===== src/verilog/cpdm_regs.vh =====
`ifndef CPDM_REGS_VH
`define CPDM_REGS_VH
// Clock rate and time base
`define CPDM_CLK_HZ 125000000
`define CPDM_MS_CYCLES (`CPDM_CLK_HZ / 1000)
// Dwell settings are in milliseconds
`define CPDM_DWELL_W 14
`define CPDM_DOWN_MIN_MS 14'h0001
`define CPDM_DWELL_MAX_MS 14'h270F
`define CPDM_UP_MIN_MS 14'h0000
// Quadrature counts per encoder line
`define CPDM_QUAD_MULT 4
// Stroke sequencer states
`define CPDM_ST_IDLE 2'h0
`define CPDM_ST_DOWN 2'h1
`define CPDM_ST_UP 2'h2
`endif


===== src/verilog/cpdm_quad_counter.v =====
`timescale 1ns/1ps
// Quadrature decoder: counts every edge of A and B, so one line gives four counts
module cpdm_quad_counter #(
   parameter CW = 32
) (
   input wire clk,
   input wire nrst,
   input wire encA,
   input wire encB,
   input wire clrCount,
   output reg signed [CW-1:0] count_q
);
   reg [2:0] aSync_q;
   reg [2:0] bSync_q;
   reg aState_q;
   reg bState_q;
   wire aStable;
   wire bStable;
   wire stepA;
   wire stepB;
   wire up;

   // ---------------------------------------------
   // Input synchronisers
   // ---------------------------------------------
   // Three stages, a change counts once stages two and three agree
   always @(posedge clk or negedge nrst) begin
      if (!nrst) begin
         aSync_q <= 3'h0;
         bSync_q <= 3'h0;
         aState_q <= 1'b0;
         bState_q <= 1'b0;
      end else begin
         aSync_q <= {aSync_q[1:0], encA};
         bSync_q <= {bSync_q[1:0], encB};
         if (aStable) aState_q <= aSync_q[1];
         if (bStable) bState_q <= bSync_q[1];
      end
   end

   assign aStable = (aSync_q[1] == aSync_q[2]);
   assign bStable = (bSync_q[1] == bSync_q[2]);
   assign stepA = aStable && (aSync_q[1] != aState_q);
   assign stepB = bStable && (bSync_q[1] != bState_q);
   // Direction from the new A against the held B, or the reverse
   assign up = stepA ? (aSync_q[1] != bState_q) : (bSync_q[1] == aState_q);

   // ---------------------------------------------
   // Edge counter
   // ---------------------------------------------
   // A double step is an encoder fault and is dropped
   always @(posedge clk or negedge nrst) begin
      if (!nrst) begin
         count_q <= {CW{1'b0}};
      end else if (clrCount) begin
         count_q <= {CW{1'b0}};
      end else if (stepA ^ stepB) begin
         count_q <= up ? count_q + 1'b1 : count_q - 1'b1;
      end
   end
endmodule // cpdm_quad_counter


===== src/verilog/cpdm_die_motion.v =====
`timescale 1ns/1ps
`include "cpdm_regs.vh"
// Behaviour
// - Stroke-down output stays on for programmed 0.001 to 9.999 s.
// - Without press assist, stroke-up dwell programmable from 0 to 9.999 s.
// - Stroke-complete closure during down dwell ends the output at once.
// - Stroke-up dwell runs full time, ignoring stroke-complete.
// - Every quadrature edge counts: four counts per rated encoder line.
// - Line length equals line pulse count times line length-per-pulse.
// - Die position equals motor count times die travel-per-count.
// - Motor command corrects position error, scaled by loop gain.
// - Forward velocity change limited by forward acceleration.
// - Reverse velocity change limited by return acceleration.
// - Jog command moves die at programmed jog velocity.
// - Return to home capped at maximum return velocity.
// - Configuration switches take effect only after power cycle.
module cpdm_die_motion #(
   parameter CW = 32,
   parameter RW = 16,
   parameter VW = 16,
   parameter OW = 24,
   parameter MS_CYCLES = `CPDM_MS_CYCLES
) (
   input wire clk,
   input wire nrst,
   input wire strokeReq,
   input wire strokeComplete,
   input wire pressAssistFitted,
   input wire [`CPDM_DWELL_W-1:0] downDwellMs,
   input wire [`CPDM_DWELL_W-1:0] upDwellMs,
   input wire lineEncA,
   input wire lineEncB,
   input wire motorEncA,
   input wire motorEncB,
   input wire lineDirInvert,
   input wire motorDirInvert,
   input wire analogInvert,
   input wire [RW-1:0] lineResolution,
   input wire [RW-1:0] dieResolution,
   input wire [7:0] loopGain,
   input wire [VW-1:0] fwdAccel,
   input wire [VW-1:0] retAccel,
   input wire [VW-1:0] jogVelocity,
   input wire [VW-1:0] maxReturnVelocity,
   input wire jogFwd,
   input wire jogRev,
   input wire returnHome,
   input wire signed [VW-1:0] targetVelocity,
   input wire signed [CW+RW-1:0] commandPosition,
   input wire dieHome,
   output reg strokeDown_q,
   output reg strokeBusy_q,
   output reg signed [CW+RW-1:0] lineLength_q,
   output reg signed [CW+RW-1:0] diePosition_q,
   output reg signed [VW-1:0] velocityCmd_q,
   output reg signed [OW-1:0] motorCmd_q,
   output reg atHome_q
);
   localparam SW = 3;
   reg [1:0] state_q;
   reg [1:0] state_d;
   reg [31:0] tick_q;
   reg [`CPDM_DWELL_W-1:0] msLeft_q;
   reg [SW-1:0] cmpSync_q;
   reg [SW-1:0] reqSync_q;
   reg [SW-1:0] homeSync_q;
   reg reqSeen_q;
   reg cfgLatched_q;
   reg lineInv_q;
   reg motorInv_q;
   reg anaInv_q;
   wire msTick;
   wire cmpClosed;
   wire reqRise;
   wire signed [CW-1:0] lineCountRaw;
   wire signed [CW-1:0] motorCountRaw;
   wire signed [CW-1:0] lineCount;
   wire signed [CW-1:0] motorCount;
   reg signed [VW:0] goal;
   reg signed [VW:0] step;
   reg signed [VW:0] nextVel;
   reg signed [CW+RW+8:0] corr;
   reg signed [OW-1:0] drive;

   // -------------------------------------------------
   // Configuration latch
   // -------------------------------------------------
   // Switch settings caught once after reset release only
   always @(posedge clk or negedge nrst) begin
      if (!nrst) begin
         cfgLatched_q <= 1'b0;
         lineInv_q <= 1'b0;
         motorInv_q <= 1'b0;
         anaInv_q <= 1'b0;
      end else if (!cfgLatched_q) begin
         cfgLatched_q <= 1'b1;
         lineInv_q <= lineDirInvert;
         motorInv_q <= motorDirInvert;
         anaInv_q <= analogInvert;
      end
   end

   // -------------------------------------------------
   // Pin synchronisers
   // -------------------------------------------------
   always @(posedge clk or negedge nrst) begin
      if (!nrst) begin
         cmpSync_q <= 3'h0;
         reqSync_q <= 3'h0;
         homeSync_q <= 3'h0;
         reqSeen_q <= 1'b0;
         atHome_q <= 1'b0;
      end else begin
         cmpSync_q <= {cmpSync_q[1:0], strokeComplete};
         reqSync_q <= {reqSync_q[1:0], strokeReq};
         homeSync_q <= {homeSync_q[1:0], dieHome};
         if (reqSync_q[1] == reqSync_q[2]) reqSeen_q <= reqSync_q[1];
         if (homeSync_q[1] == homeSync_q[2]) atHome_q <= homeSync_q[1];
      end
   end

   assign cmpClosed = cmpSync_q[1] & cmpSync_q[2];
   assign reqRise = reqSync_q[1] & reqSync_q[2] & ~reqSeen_q;

   // -------------------------------------------------
   // Millisecond tick
   // -------------------------------------------------
   assign msTick = (tick_q == MS_CYCLES - 1);
   always @(posedge clk or negedge nrst) begin
      if (!nrst) begin
         tick_q <= 32'h0;
      end else if (state_q == `CPDM_ST_IDLE || state_d != state_q || msTick) begin
         tick_q <= 32'h0;
      end else begin
         tick_q <= tick_q + 32'h1;
      end
   end

   // -------------------------------------------------
   // Stroke sequencer
   // -------------------------------------------------
   always @* begin
      state_d = state_q;
      case (state_q)
         `CPDM_ST_IDLE: begin
            if (reqRise) state_d = `CPDM_ST_DOWN;
         end
         `CPDM_ST_DOWN: begin
            if (cmpClosed) state_d = `CPDM_ST_UP;
            else if (msTick && msLeft_q <= 14'h0001) state_d = `CPDM_ST_UP;
         end
         `CPDM_ST_UP: begin
            if (pressAssistFitted || msLeft_q == `CPDM_UP_MIN_MS) state_d = `CPDM_ST_IDLE;
            else if (msTick && msLeft_q == 14'h0001) state_d = `CPDM_ST_IDLE;
         end
         default: state_d = `CPDM_ST_IDLE;
      endcase
   end

   // Dwell counter and outputs, up dwell loaded when down ends
   always @(posedge clk or negedge nrst) begin
      if (!nrst) begin
         state_q <= `CPDM_ST_IDLE;
         msLeft_q <= 14'h0000;
         strokeDown_q <= 1'b0;
         strokeBusy_q <= 1'b0;
      end else begin
         state_q <= state_d;
         strokeDown_q <= (state_d == `CPDM_ST_DOWN);
         strokeBusy_q <= (state_d != `CPDM_ST_IDLE);
         if (state_q == `CPDM_ST_IDLE && state_d == `CPDM_ST_DOWN) begin
            if (downDwellMs < `CPDM_DOWN_MIN_MS) msLeft_q <= `CPDM_DOWN_MIN_MS;
            else if (downDwellMs > `CPDM_DWELL_MAX_MS) msLeft_q <= `CPDM_DWELL_MAX_MS;
            else msLeft_q <= downDwellMs;
         end else if (state_q == `CPDM_ST_DOWN && state_d == `CPDM_ST_UP) begin
            msLeft_q <= (upDwellMs > `CPDM_DWELL_MAX_MS) ? `CPDM_DWELL_MAX_MS : upDwellMs;
         end else if (msTick && msLeft_q != 14'h0000) begin
            msLeft_q <= msLeft_q - 14'h0001;
         end
      end
   end

   // -------------------------------------------------
   // Encoders and scaling
   // -------------------------------------------------
   cpdm_quad_counter #(.CW(CW)) uLineEnc (
      .clk(clk),
      .nrst(nrst),
      .encA(lineEncA),
      .encB(lineEncB),
      .clrCount(1'b0),
      .count_q(lineCountRaw)
   );

   cpdm_quad_counter #(.CW(CW)) uMotorEnc (
      .clk(clk),
      .nrst(nrst),
      .encA(motorEncA),
      .encB(motorEncB),
      .clrCount(1'b0),
      .count_q(motorCountRaw)
   );

   assign lineCount = lineInv_q ? -lineCountRaw : lineCountRaw;
   assign motorCount = motorInv_q ? -motorCountRaw : motorCountRaw;

   // Length and position products
   always @(posedge clk or negedge nrst) begin
      if (!nrst) begin
         lineLength_q <= {(CW+RW){1'b0}};
         diePosition_q <= {(CW+RW){1'b0}};
      end else begin
         lineLength_q <= lineCount * $signed({1'b0, lineResolution});
         diePosition_q <= motorCount * $signed({1'b0, dieResolution});
      end
   end

   // -------------------------------------------------
   // Velocity profile
   // -------------------------------------------------
   always @* begin
      goal = {targetVelocity[VW-1], targetVelocity};
      if (jogFwd) goal = $signed({1'b0, jogVelocity});
      else if (jogRev) goal = -$signed({1'b0, jogVelocity});
      else if (returnHome) begin
         if (atHome_q) goal = {(VW+1){1'b0}};
         else goal = -$signed({1'b0, maxReturnVelocity});
      end
      if (returnHome && goal < -$signed({1'b0, maxReturnVelocity})) goal = -$signed({1'b0, maxReturnVelocity});
      // Forward uses forward rate, reverse uses return rate
      if (goal >= 0 && velocityCmd_q >= 0) step = $signed({1'b0, fwdAccel});
      else step = $signed({1'b0, retAccel});
      if (goal > velocityCmd_q + step) nextVel = velocityCmd_q + step;
      else if (goal < velocityCmd_q - step) nextVel = velocityCmd_q - step;
      else nextVel = goal;
      corr = (commandPosition - diePosition_q) * $signed({1'b0, loopGain});
      // Velocity sign-extended so reverse motion adds correctly
      drive = $signed(corr[OW-1:0]) + {{(OW-VW){velocityCmd_q[VW-1]}}, velocityCmd_q};
   end

   // Velocity command and motor drive command
   always @(posedge clk or negedge nrst) begin
      if (!nrst) begin
         velocityCmd_q <= {VW{1'b0}};
         motorCmd_q <= {OW{1'b0}};
      end else begin
         velocityCmd_q <= nextVel[VW-1:0];
         motorCmd_q <= anaInv_q ? -drive : drive;
      end
   end
endmodule // cpdm_die_motion


===== config.mk =====
export PLATFORM = sky130hd
export DESIGN_NAME = cpdm_die_motion
export DESIGN_NICKNAME = d
export VERILOG_FILES = /design/src/verilog/cpdm_quad_counter.v /design/src/verilog/cpdm_die_motion.v
export VERILOG_INCLUDE_DIRS = /design/src /design/src/verilog
export SDC_FILE = /design/constraint.sdc
export NUM_CORES = 2
export LEC_CHECK = 0
export BUFFER_PORTS_ARGS = -buffer_cell sky130_fd_sc_hd__buf_2
export CAP_MARGIN = 20
export CORE_MARGIN = 4
export CORE_UTILIZATION = 45
export CTS_CLUSTER_DIAMETER = 40
export DETAILED_ROUTE_END_ITERATION = 16
export PLACE_DENSITY = 0.7
export SYNTH_ARGS = -nofsm -noshare
export SYNTH_HDL_FRONTEND = slang
export SYNTH_SLANG_ARGS = --single-unit

===== constraint.sdc =====
create_clock -name clk -period 25.4 [get_ports clk]
set_clock_uncertainty 0.15 [all_clocks]
set_input_delay 1.27 -clock clk [delete_from_list [all_inputs] [get_ports clk]]
set_output_delay 1.27 -clock clk [all_outputs]
set_load 0.02 [all_outputs]

# [Word level (Yosys, flattened, before mapping)]
# Index checks and enable logic that the tools add are counted.
[word_totals] regBits=281 in_bits=212 output_inout_bits=139 elab_cells=129
[classes] addsub=15 mul=3 magnitude_cmp=9 n_eq_ne=21 mux=28 n_bitwise=6 reduce_logical=19
[ops] op="$mux 32" count=5
[ops] op="$add 32x1->32 const B" count=3
[ops] op="$mul 32x17->48" count=2
[ops] op="$mux 17" count=5
[ops] op="$mux 14" count=6
[ops] op="$neg 32->32" count=2
[ops] op="$sub 32x1->32 const B" count=2
[ops] op="$mul 49x9->24" count=1
[ops] op="$sub 48x48->49" count=1
[ops] op="$mux 16" count=3
[ops] op="$lt 17x17->1" count=2
[ops] op="$neg 16->17" count=2
[ops] op="$eq 32x17->1 const B" count=1
[ops] op="$gt 14x14->1 const B" count=2
[ops] op="$add 24x24->24" count=1
[ops] op="$mux 24" count=1
[ops] op="$neg 24->24" count=1
[ops] op="$add 16x17->17" count=1
[ops] op="$ge 17x1->1 const B" count=1
[ops] op="$gt 17x17->1" count=1
[ops] op="$sub 16x17->17" count=1
[ops] op="$ge 16x1->1 const B" count=1
[ops] op="$eq 14x1->1 const B" count=1
[ops] op="$le 14x1->1 const B" count=1
[ops] op="20 further kinds" count=54

# [Depth between registers and ports, before layout]
[depth] depth_word=15 mapped_depth=47 ltp_nobuf=45

# [Cells and area by module]
# Synthesis repeated with hierarchy kept, for this count alone.
[hier_totals] cells_unflattened=6852 hier_area_um2=60474.2
[modules_own_cells] module="cpdm_die_motion" n_inst=1 cells_per_inst=6033 area_each_um2=54081.9 seq_area_each_um2=5029.8
[modules_own_cells] module="cpdm_quad_counter (uLineEnc)" n_inst=1 cells_per_inst=425 area_each_um2=3298.2 seq_area_each_um2=1001.0
[modules_own_cells] module="cpdm_quad_counter (uMotorEnc)" n_inst=1 cells_per_inst=394 area_each_um2=3094.2 seq_area_each_um2=1001.0

# [Least setup slack after synthesis]
# Ideal clock, no wire load.
[synth_timing] path_type="input-to-reg" from="input jogVelocity[0]" to="register velocityCmd_q[12]" setup_ns=0.120 t_arrival_ns=9.711 required_time_ns=25.130 path_slack_ns=15.419 path_stages=36 n_path_buf=2 cell_sequence="or3_1 -> nor3_2 -> nand3_1 -> or3_1 -> or3_1 -> or3_1 -> nor3_1 -> a21oi_1 -> o22a_1 -> ha_1 -> a31o_2 -> a31oi_1 -> o22ai_1 -> a21o_1 -> nor2_2 -> buf_4 -> mux2_2 -> ha_1 -> a21oi_1 -> o21ai_0 -> a21oi_1 -> o21ai_0 -> a21oi_1 -> o21ai_0 -> a2111oi_0 -> o41ai_1 -> a21o_1 -> a21oi_1 -> xor2_1 -> ha_1 -> a21boi_0 -> or4b_2 -> o21ai_1 -> clkbuf_1 -> nor2_1 -> a31o_2"
[synth_between] elab_chain_len=13 elab_cells_between_ends=15 classes_between="add/sub (3); order compare (4); mux (6); reduce/logical (2)"
[synth_rtl] item="start, declared" line="cpdm_die_motion.v:43" text="input wire [VW-1:0] jogVelocity,"
[synth_rtl] item="$neg 16->17" line="cpdm_die_motion.v:224" text="else if (jogRev) goal = -$signed({1'b0, jogVelocity});"
[synth_rtl] item="$mux 17" line="cpdm_die_motion.v:224"
[synth_rtl] item="$mux 17 *" line="cpdm_die_motion.v:223" text="if (jogFwd) goal = $signed({1'b0, jogVelocity});"
[synth_rtl] item="$lt 17x17->1" line="cpdm_die_motion.v:229" text="if (returnHome && goal < -$signed({1'b0, maxReturnVelocity})) goal = -$signed({1'b0, maxReturnVelocity});"
[synth_rtl] item="$logic_and 1x1->1" line="cpdm_die_motion.v:229"
[synth_rtl] item="$mux 17 *" line="cpdm_die_motion.v:229"
[synth_rtl] item="$ge 17x1->1" line="cpdm_die_motion.v:231" text="if (goal >= 0 && velocityCmd_q >= 0) step = $signed({1'b0, fwdAccel});"
[synth_rtl] item="$logic_and 1x1->1" line="cpdm_die_motion.v:231"
[synth_rtl] item="$mux 16" line="cpdm_die_motion.v:231"
[synth_rtl] item="$sub 16x17->17" line="cpdm_die_motion.v:234" text="else if (goal < velocityCmd_q - step) nextVel = velocityCmd_q - step;"
[synth_rtl] item="$lt 17x17->1" line="cpdm_die_motion.v:234"
[synth_rtl] item="$mux 16" line="cpdm_die_motion.v:234"
[synth_rtl] item="$mux 16 *" line="cpdm_die_motion.v:233" text="if (goal > velocityCmd_q + step) nextVel = velocityCmd_q + step;"
[synth_rtl] item="via nextVel[12]" line="cpdm_die_motion.v:81" text="reg signed [VW:0] nextVel;"
[synth_rtl] item="end signal, assigned" line="cpdm_die_motion.v:244" text="velocityCmd_q <= {VW{1'b0}};"
[synth_rtl] item="end signal, assigned" line="cpdm_die_motion.v:247" text="velocityCmd_q <= nextVel[VW-1:0];"
[synth_rtl] item="end, declared" line="cpdm_die_motion.v:55" text="output reg signed [VW-1:0] velocityCmd_q,"
# Mark *: on every way through the listed nets, which the timed path passes. The rest lies on a longest branch.
# A chain may end at the register's enable or synchronous reset.

# [Final worst setup path]
[layout_timing] from="input jogVelocity[0]" to="register velocityCmd_q[0]"
# Same word-level chain as after synthesis.

==> results by group <==
Outcome
  • Status: completed

Setup path
  • Cell depth of the worst setup path: 42
  • CP arrival: approximately 12 ns
  • Buf+Inv Stages, Crit Path: 5
  • Max incr delay on CP: between 0.6 and 0.7 ns
  • Startpoint class of the critical path: input port
  • WS Path Type: input port to register
  • Worst-path maximum fanout: 24
  • CP most frequent cell: a21oi_1
  • Crit path max-delay family: compound AO/OA/AOI/OAI gates
  • Required @ worst endpoint: between 20 and 30 ns
  • Reg2reg path depth: 31
  • Slowest cell on the critical path: a2111oi_0
  • Critical Path Sink Type: register

Detailed routing
  • DRT Pass-1 Iters: 5
  • Final antenna-violating net count: 0
  • Vias per inst: 5.21
  • Routed WL: about 150,000 um
  • DR vias: ~45,000
  • DRC Markers: 0
  • Wirelength per Cell: approximately 17 um
  • DRT iter0 DRCs: about 2,400

Global route
  • First-pass GRT wire length: between 200,000 and 250,000 um
  • Number of global-route vias before repair: 48,800
  • Gr usage total: 0.219
  • Initial antenna violation count: 6
  • Largest net degree at the start of global routing: 135
  • Grt total ovfl: 0

Die
  • DIE AREA: ~140,000 sq um
  • Initial Utilization: 0.453
  • Row Count: approximately 130
  • Chip height: between 300 and 400 um
  • I/O Pins: 351
  • Die Span X: around 370 um
  • Core area: around 130,000 sq um

Yosys
  • Mapped Area: between 50,000 and 60,000 sq um
  • Synth area leader: fa_1
  • EDFF count, synth: 0
  • Yosys cell types: 93
  • Post-synthesis sequential area ratio: 0.118
  • Post-synth ARST share: 1.00
  • Average size of a mapped cell: ~8.9 sq um
  • Cells after Synth: roughly 6,700
  • Prevailing post-synth register cell: dfrtp_1
  • Syn_nets: 8,435
  • Synth top area share: 0.370
  • Register bit total from synthesis: around 280
  • Largest cells by area after synthesis: fa_1 37%, dfrtp_1 12%, ha_1 9.6%
  • YS warnings: 0

Min path
  • Worst Hold Class: register to register
  • Min-Delay Path Depth: 0

Placed design
  • PortBufs: about 330
  • GP Congestion: about 0.9
  • DP HPWL: between 100,000 and 150,000 um

STA
  • Minimum clock period after layout: between 10 and 15 ns
  • RSZ-0062 raised after global routing: no
  • Tightest Pin Transition: between 1 and 1.5 ns
  • Tcrit/Tclk final: 0.438
  • Final setup TNS: 0 ns
  • F_max: between 80 and 90 MHz
  • Max-slew headroom: 0.243
  • Count of pins over their slew limit: 0
  • Hold Vio Cnt, Final: 0
  • Final setup fails: 0

Layout
  • Layout cell share with drive strength beyond 1: 0.0911
  • Layout area overhead: 10.1%
  • Final #Nets: 8,660

Clocking
  • CTS tree: yes
  • CTS Buf Count: 70
  • Clk sinks: about 280
  • CTS root buf: clkbuf_16
  • Hold-fix buffers, CTS: 0
  • Maximum buffer depth of the clock tree: 3
  • Worst-path clk slew: 0.05 ns
  • PostCTS Resize Cnt: 0
  • H-tree lvl count: 3
  • Clock Latency Late Sink: 0.66 ns
  • Post-CTS setup repair buffer count: 0

Job
  • Max capacitance violation total: 0
-- sequential cells by signal, summed over array words and instances, names as in the netlist, 14 cells and up --
| signal | count |
|---|---|
| uMotorEnc.count_q | 32 |
| lineLength_q | 48 |
| velocityCmd_q | 16 |
| uLineEnc.count_q | 32 |
| tick_q | 32 |
| motorCmd_q | 24 |
| msLeft_q | 14 |
| diePosition_q | 48 |
-- synthesized netlist by cell type, drive strengths merged, types with 8 or more instances --
cell	n
inv	1326
fa	1100
nand2	878
and2	505
ha	455
dfrtp	281
xnor2	275
a21oi	260
nor2	252
clkbuf	225
o21ai	182
xor2	102
a21o	95
nand3	56
nor3	56
nand2b	53
nor2b	40
o21a	38
or3	38
a31oi	36
o31ai	32
and3	28
o21bai	27
mux2	26
nand4	23
or2	20
mux2i	19
nor4	18
a211oi	15
a31o	15
o41ai	13
a2111oi	12
o211ai	12
buf	10
or4	10
nor3b	9
a21boi	8
a22oi	8
o22ai	8
-- final timing paths --
check / start / to / slack [ns]
max reg2reg: uMotorEnc.count_q[0] / diePosition_q[42] / 15.12
min reg2reg: cmpSync_q[0] / cmpSync_q[1] / 0.19
max in group asynchronous: nrst / motorCmd_q[5] / 23.18
min: cmpSync_q[0] / cmpSync_q[1] / 0.19
min in group asynchronous: nrst / msLeft_q[9] / 0.49
max: jogVelocity[0] / velocityCmd_q[0] / 14.28
-- kinds of logic (layout without fill, tap and decap cells) --
family                     count (synthesis)  count (layout)  synth area share
muxes                                     45              45           0.00811
DFF                                      281             281             0.118
adders and majority gates               1558            1558             0.466
other                                      1               6         0.0000630
AOI/OAI and AO/OA                        832             832            0.0892
xor gates and xnor gates                 378             378            0.0560
buffers and inverters                   1562            1841            0.0989
and+or+nand+nor                         2011            2011             0.164
-- layout make-up --
cell class / instances / area [sq um]
Antenna cell: 5 / 12.5
Inverter: 1327 / 4980
Multi-Input combinational cell: 4825 / 46800
Fill cell: 12100 / 65900
Clock inverter: 52 / 523
Clock buffer: 74 / 1810
Sequential cell: 281 / 7030
Tap cell: 1755 / 2200
Timing Repair Buffer: 388 / 2140
-- per-stage QoR --
step	utilization	setup WS (ns)	instances	instance area, sq um	hold WS, ns
floorplan	-	15.42	6668	59500	0.181
finish	0.498	14.28	8707	65500	0.191
CTS	0.498	14.32	8700	65500	0.196
global placement	0.480	13.79	8573	63100	0.186
global route	0.498	13.52	8706	65500	0.204
detailed placement	0.480	13.67	8574	63100	0.186
-- layout by cell type, fill, tap and decap left out, types with 19 or more instances in the layout --
master,netlist,layout
buf_2,4,325
nor3_1,55,55
xnor2_2,1,24
nand3_1,56,56
ha_1,455,455
xnor2_1,274,250
a21oi_1,260,260
and3_1,28,28
clkbuf_16,0,71
nor2_1,251,251
a21o_1,95,95
nand2_1,878,878
inv_1,1326,1326
mux2_2,26,26
dfrtp_1,281,281
o21ai_0,174,174
nand2b_1,53,53
fa_1,1100,1100
or3_1,35,35
xor2_1,102,100
o31ai_1,32,31
a31oi_1,36,35
o21bai_1,27,27
nor2b_1,40,40
nand4_1,23,23
buf_4,1,58
mux2i_1,19,19
o21a_1,38,38
and2_1,498,498
or2_2,19,19
-- worst register-to-register path, delay by kind of cell, from the launching register on --
family	cells	cell delay, ns
compound gates	4	1.00
xor+xnor	2	0.30
fa+ha+maj	8	3.60
buf+inv	6	0.76
flops	1	0.65
simple gates	11	3.76
-- metal layers --
metal,wire (um),GRT usage,share of wire
met1,60800,0.276,0.41
met2,72800,0.386,0.50
met3,8200,0.0309,0.056
met4,5030,0.0781,0.034
met5,16,0,0.00011
Power is left out: the tool's default activity adds up to more than one toggle a clock period on the data nets, which glitch-free logic cannot reach.
